<file path="src/hdl/line_lock_defines.vh">
// Purpose: constants for the subcarrier line lock divider
// Assumes: clock is the twice-subcarrier oscillator
// Notes:   counts are last divider values (ratio minus one), not times
`ifndef LINE_LOCK_DEFINES_VH
`define LINE_LOCK_DEFINES_VH
`define DIV_W            11
`define DIV_PAL_LAST     11'h46e
`define DIV_NTSC_LAST    11'h38d
`define DIV_RESET        11'h000
`define DIV_STEP         11'h001
`endif

</file>
<file path="src/hdl/sync_filter.v">
// Purpose: three-stage input synchroniser with agreement filter
// Assumes: input is asynchronous to clk_i
// Notes:   output changes once stages two and three agree
`timescale 1ns/1ps
module sync_filter
(
  input  wire clk_i,
  input  wire rst_n_i,
  input  wire din_i,
  output reg  dout_o
);
  reg s1_r;
  reg s2_r;
  reg s3_r;

  always @(posedge clk_i or negedge rst_n_i)
  begin
    if (!rst_n_i)
    begin
      s1_r   <= 1'b0;
      s2_r   <= 1'b0;
      s3_r   <= 1'b0;
      dout_o <= 1'b0;
    end
    else
    begin
      s1_r <= din_i;
      s2_r <= s1_r;
      s3_r <= s2_r;
      if (s2_r == s3_r)
        dout_o <= s3_r;
    end
  end
endmodule

</file>
<file path="src/hdl/subcarrier_line_lock_divider.v">
// Purpose: lock twice-subcarrier oscillator to display line rate
// Assumes: clk_i is the twice-subcarrier oscillator; syncs are async pins
// Notes:   phase error output feeds an external low-pass loop filter
// Function
// - divide oscillator by 1135 PAL, 910 NTSC
// - halve incoming line sync pulse train
// - phase compare both half-line signals
// - PAL: drop one clock per field
// - NTSC: no clock dropped, count all
// - cycle drop selectable for non-standard displays
// - flag mismatch when burst error reverses sign
// - on mismatch suppress one line sync per field
// - mismatch handling only in PAL mode
`timescale 1ns/1ps
`include "line_lock_defines.vh"
module subcarrier_line_lock_divider
(
  input  wire clk_i,
  input  wire rst_n_i,
  input  wire pal_mode_i,
  input  wire drop_override_i,
  input  wire drop_enable_i,
  input  wire composite_sync_input_i,
  input  wire field_sync_i,
  input  wire burst_error_sign_i,
  input  wire burst_error_strobe_i,
  output reg  osc_half_line_o,
  output reg  sync_half_line_o,
  output reg  phase_up_o,
  output reg  phase_down_o,
  output reg  mismatch_o,
  output reg  encoder_sync_o
);
  localparam ST_PASS     = 4'b0001;
  localparam ST_ARMED    = 4'b0010;
  localparam ST_SUPPRESS = 4'b0100;
  localparam ST_BLANK    = 4'b1000;

  wire               line_s;
  wire               field_s;
  reg                line_d_r;
  reg                field_d_r;
  reg  [`DIV_W-1:0]  div_r;
  reg  [`DIV_W-1:0]  div_last;
  reg                drop_en;
  reg                drop_pend_r;
  reg                last_sign_r;
  reg                sign_valid_r;
  reg  [3:0]         state_r;
  reg  [3:0]         state_nxt;
  wire               line_rise;
  wire               field_rise;
  wire               drop_now;
  wire               reversal;
  wire               blank_line;
  wire [`DIV_W:0]    div_inc;

  // =====================================================
  // input synchronisers
  sync_filter u_line_sync
  (
    .clk_i   (clk_i),
    .rst_n_i (rst_n_i),
    .din_i   (composite_sync_input_i),
    .dout_o  (line_s)
  );

  sync_filter u_field_sync
  (
    .clk_i   (clk_i),
    .rst_n_i (rst_n_i),
    .din_i   (field_sync_i),
    .dout_o  (field_s)
  );

  assign line_rise  = line_s & ~line_d_r;
  assign field_rise = field_s & ~field_d_r;

  // =====================================================
  // oscillator divider with per-field cycle drop
  always @*
  begin
    div_last = pal_mode_i ? `DIV_PAL_LAST : `DIV_NTSC_LAST;
    if (drop_override_i)
      drop_en = drop_enable_i;
    else
      drop_en = pal_mode_i;
  end

  assign drop_now = drop_pend_r & drop_en;
  assign div_inc  = {1'b0, div_r} + {1'b0, `DIV_STEP};

  always @(posedge clk_i or negedge rst_n_i)
  begin
    if (!rst_n_i)
    begin
      div_r           <= `DIV_RESET;
      osc_half_line_o <= 1'b0;
      drop_pend_r     <= 1'b0;
      line_d_r        <= 1'b0;
      field_d_r       <= 1'b0;
    end
    else
    begin
      line_d_r  <= line_s;
      field_d_r <= field_s;
      // one drop per field; the pending mark is consumed by the drop
      if (field_rise)
        drop_pend_r <= 1'b1;
      else if (drop_now || !drop_en)
        drop_pend_r <= 1'b0;
      if (!drop_now)
      begin
        if (div_r >= div_last)
        begin
          div_r           <= `DIV_RESET;
          osc_half_line_o <= 1'b1;
        end
        else
        begin
          div_r <= div_inc[`DIV_W-1:0];
          if (div_r == {1'b0, div_last[`DIV_W-1:1]})
            osc_half_line_o <= 1'b0;
        end
      end
    end
  end

  // =====================================================
  // line sync halving and phase compare
  always @(posedge clk_i or negedge rst_n_i)
  begin
    if (!rst_n_i)
    begin
      sync_half_line_o <= 1'b0;
      phase_up_o       <= 1'b0;
      phase_down_o     <= 1'b0;
    end
    else
    begin
      if (line_rise && state_r != ST_SUPPRESS)
        sync_half_line_o <= ~sync_half_line_o;
      // xor-style detector, split by which half-line signal is high
      phase_up_o   <= sync_half_line_o & ~osc_half_line_o;
      phase_down_o <= osc_half_line_o & ~sync_half_line_o;
    end
  end

  // =====================================================
  // line alternation mismatch and sync suppression
  assign reversal = burst_error_strobe_i & sign_valid_r & (burst_error_sign_i != last_sign_r);

  always @(posedge clk_i or negedge rst_n_i)
  begin
    if (!rst_n_i)
    begin
      last_sign_r  <= 1'b0;
      sign_valid_r <= 1'b0;
      mismatch_o   <= 1'b0;
    end
    else if (!pal_mode_i)
    begin
      sign_valid_r <= 1'b0;
      mismatch_o   <= 1'b0;
    end
    else
    begin
      if (burst_error_strobe_i)
      begin
        last_sign_r  <= burst_error_sign_i;
        sign_valid_r <= 1'b1;
        mismatch_o   <= reversal;
      end
    end
  end

  // =====================================================
  // suppression sequencer
  // suppress waits for the next line pulse, blank covers all of it
  assign blank_line = pal_mode_i & ((state_r == ST_BLANK) | ((state_r == ST_SUPPRESS) & line_rise));

  always @*
  begin
    state_nxt = state_r;
    case (state_r)
      ST_PASS:
        if (pal_mode_i && mismatch_o)
          state_nxt = ST_ARMED;
      ST_ARMED:
        if (!pal_mode_i)
          state_nxt = ST_PASS;
        else if (field_rise)
          state_nxt = ST_SUPPRESS;
      ST_SUPPRESS:
        if (!pal_mode_i)
          state_nxt = ST_PASS;
        else if (line_rise)
          state_nxt = ST_BLANK;
      ST_BLANK:
        if (!pal_mode_i || !line_s)
          state_nxt = ST_PASS;
      default:
        state_nxt = ST_PASS;
    endcase
  end

  always @(posedge clk_i or negedge rst_n_i)
  begin
    if (!rst_n_i)
    begin
      state_r        <= ST_PASS;
      encoder_sync_o <= 1'b0;
    end
    else
    begin
      state_r        <= state_nxt;
      // in PAL after a mismatch, whole first line pulse after field sync is withheld
      encoder_sync_o <= line_s & ~blank_line;
    end
  end
endmodule

</file>
<file path="config.mk">
export PLATFORM = sky130hd
export DESIGN_NAME = subcarrier_line_lock_divider
export DESIGN_NICKNAME = d
export VERILOG_FILES = /design/src/hdl/sync_filter.v /design/src/hdl/subcarrier_line_lock_divider.v
export VERILOG_INCLUDE_DIRS = /design/src /design/src/hdl
export SDC_FILE = /design/constraint.sdc
export NUM_CORES = 1
export LEC_CHECK = 0
export BUFFER_PORTS_ARGS = -buffer_cell sky130_fd_sc_hd__clkbuf_2
export CAP_MARGIN = 20
export CELL_PAD_IN_SITES_DETAIL_PLACEMENT = 0
export CELL_PAD_IN_SITES_GLOBAL_PLACEMENT = 1
export CORE_MARGIN = 3
export CORE_UTILIZATION = 35
export DETAILED_ROUTE_END_ITERATION = 10
export MAX_ROUTING_LAYER = met4
export PLACE_DENSITY = 0.71
export SYNTH_ARGS = -nofsm -noshare
export SYNTH_HDL_FRONTEND = slang
export SYNTH_SLANG_ARGS = --single-unit
</file>
<file path="constraint.sdc">
create_clock -name clk_i -period 2.2 [get_ports clk_i]
set_input_delay 0.44 -clock clk_i [delete_from_list [all_inputs] [get_ports clk_i]]
set_output_delay 0.44 -clock clk_i [all_outputs]
set_load 0.01 [all_outputs]
</file>
==> flow_summary.json <==
{
  "status": "finished, final reports clean",
  "relSlewSlack": 0.439,
  "p_per_area_mw_per_mm2": 1060,
  "cts.clk_slew.worst_paths_ns": 0.07,
  "drive_above_1_share": 0.218,
  "max_stage_delay_ns": 0.43,
  "clock_latency_ns": 0.28,
  "dr_wl_met2_um": 1510,
  "grt_pass1_vias": 1308,
  "wl_met3_um": 233,
  "dieArea_mm2": 0.00575,
  "arrival_ns": 2.15,
  "cp-end-kind": "flip-flop",
  "reg_top3": "div_r (11), state_r (4)",
  "dr.pass1.iters": 4,
  "path_cells": "inv_1 > ha_1 > nand2b_1 > a21o_1 > a211oi_2 > nand2b_1 > buf_4 > o311ai_2",
  "start_util": 0.376,
  "cp_top_family": "compound AO/OA/AOI/OAI gates",
  "ys_ff_latch": 34,
  "cts_max_path_buffers": 2,
  "cp.required_ns": 2.39,
  "ir_drop_v": 0.000270,
  "grt_max_degree": 35,
  "top_register": "div_r",
  "cts_buffers": 5,
  "finalSetupViolations": 0,
  "slowest_stage": "dfrtp_1",
  "p_leak_nw": 0.854,
  "die_y_um": 75.8,
  "ctsHoldBuffers": 0,
  "wl_um": 3430,
  "yosysWarnings": 0,
  "wl_met1_um": 1590,
  "hp-class": "in2async",
  "grt_pass1_wl_um": 6000,
  "finalHoldViolCount": 0,
  "syn-cell-area_mm2": 0.00171,
  "ys_seq_area_frac": 0.500,
  "path_max_fanout": 6,
  "layout.area.seq_um2": 852,
  "totalPowerFinal_mw": 2.07,
  "rsz0062_at_grt": "false",
  "ioPinCount": 15,
  "design.core.area_mm2": 0.00453,
  "crit_type": "reg2reg",
  "io_buffers": 14,
  "area_growth_pct": 14.7,
  "critPathLaunchType": "flip-flop",
  "critPathBufInv": 2,
  "synth_cells": 158,
  "timing.critical_path.mode_cell": "nand2b_1",
  "multiInputGateArea_um2": 798,
  "wl_per_cell_um": 14.0,
  "ys_types": 36,
  "drc": 0,
  "numClockSinks": 34,
  "cts_root_buf": "clkbuf_8",
  "largest_reg_flops": 11,
  "dp_hpwl_um": 2460,
  "antenna_found_initial": 0,
  "cts_max_level": 2,
  "ant_nets": 0,
  "cts_tree": "yes",
  "post-cts-setup-buffers": 0,
  "die_w_um": 75.8,
  "vias": 1297,
  "overflow": 0,
  "fill_cells": 446,
  "ys_async_sr_fraction": 1.00,
  "globalplace.congestion": 0.884,
  "maxCapViolCount": 0,
  "clock.fmax_mhz": 508,
  "fin_tns_setup_ns": 0,
  "dr.max_layer_used": "met4",
  "synth_edf_count": 0,
  "slew_violations": 0,
  "fin_nets": 196,
  "syn_avg_cell_area_um2": 10.8,
  "ys.flop_type": "dfrtp_1",
  "worst_slew_pin_slew_ns": 0.842,
  "min_period_over_period": 0.895,
  "period_needed_ns": 1.97,
  "drt_iter0_drc": 53,
  "r2r_slack_ns": 0.23,
  "cts_resized": 0,
  "grt_usage": 0.144,
  "vias_per_cell": 5.32,
  "fin_skew_ns": 0.00595,
  "synthesis.nets": 176,
  "diodes": 0,
  "fp-row-count": 24
}
==> cells in the final DEF, fill, tap and decap left out, types with 2 or more instances in the layout <==
cell      count
nor4b_1       2
xnor2_1       2
nor3_1        2
mux2i_1       2
clkbuf_8      6
nand2b_1      4
and2_1        3
maj3_1        2
a211oi_2      2
nor2_1        6
nand2_1      15
nand3_1      16
dfrtp_1      33
xor2_1        2
and3_1        4
o31ai_1       3
o21ai_0       7
o311ai_2      6
nor4_1        2
a31oi_1       2
buf_4         6
nor2b_1       5
nand4_1       4
a21oi_1       4
ha_1          9
clkbuf_2     14
nand3b_1      2
inv_1         4
==> layer usage <==
layer	global-route usage	vias to the layer above
met3	0.0396	10
met2	0.208	41
met5	-	-
met1	0.182	630
met4	0.0777	0
li1	-	616
==> synth_stat cells, drive strengths merged, types with 2 or more instances <==
master / n / area share
dfrtp: 33 / 0.48
nand3: 16 / 0.047
nand2: 15 / 0.033
ha: 9 / 0.066
o21ai: 7 / 0.021
buf: 6 / 0.021
nor2: 6 / 0.013
o311ai: 6 / 0.057
nor2b: 5 / 0.018
a21oi: 4 / 0.012
and3: 4 / 0.015
inv: 4 / 0.0088
nand2b: 4 / 0.015
nand4: 4 / 0.015
and2: 3 / 0.011
o31ai: 3 / 0.013
a211oi: 2 / 0.015
a31oi: 2 / 0.0073
maj3: 2 / 0.012
mux2i: 2 / 0.012
nand3b: 2 / 0.0088
nor3: 2 / 0.0059
nor4: 2 / 0.0073
nor4b: 2 / 0.010
xnor2: 2 / 0.010
xor2: 2 / 0.010
==> layout make-up <==
cell class | instances | area share
clock inverter | 2 | 0.00639
timing repair buffer | 20 | 0.0588
multi-input combinational | 113 | 0.408
sequential | 34 | 0.435
clock buffer | 6 | 0.0422
tap | 65 | 0.0416
inverter | 4 | 0.00767
==> cell families (layout without fill, tap and decap cells) <==
logic type      after synthesis  after routing  share of synthesized area
buf+inv                      11             32                     0.0323
flops                        34             34                      0.500
mux                           3              3                     0.0183
fa+ha+maj                    11             11                     0.0778
simple gates                 67             67                      0.208
xor+xnor                      4              4                     0.0205
compound gates               28             28                      0.144
==> through the flow <==
stage               instance area (um^2)  utilization  hold slack (ns)  setup WS [ns]  cells
floorplan                           1710            -            0.144         0.0804    158
global placement                    1860        0.411            0.334         0.0588    236
detailed placement                  1860        0.411            0.338        -0.0197    236
CTS                                 1960        0.432            0.250          0.228    244
global route                        1960        0.432            0.255        0.00742    244
finish                              1960        0.432            0.247          0.232    244
==> where the power goes <==
group          internal, mW  switching (mW)  total (mW)
combinational         0.293           0.321       0.614
sequential            0.772           0.203       0.975
clock                 0.251           0.228       0.479
total                  1.32           0.753        2.07
==> final timing paths <==
path                                   from                end  depth (start not counted)
min                                 rst_n_i       phase_down_o                          1
min reg2reg                u_line_sync.s1_r   u_line_sync.s2_r                          0
max in group asynchronous           rst_n_i         state_r[3]                          1
max reg2reg                        div_r[0]           div_r[9]                          8
max                                div_r[0]           div_r[9]                          8
min in group clk_i             field_sync_i  u_field_sync.s1_r                          1
==> worst reg2reg max path, cell delays in order (launching register included) <==
cell	delay, ns
dfrtp_1	0.43
inv_1	0.07
ha_1	0.30
nand2b_1	0.15
a21o_1	0.18
a211oi_2	0.20
nand2b_1	0.10
buf_4	0.18
o311ai_2	0.26
(Power assumes the default switching activity.)
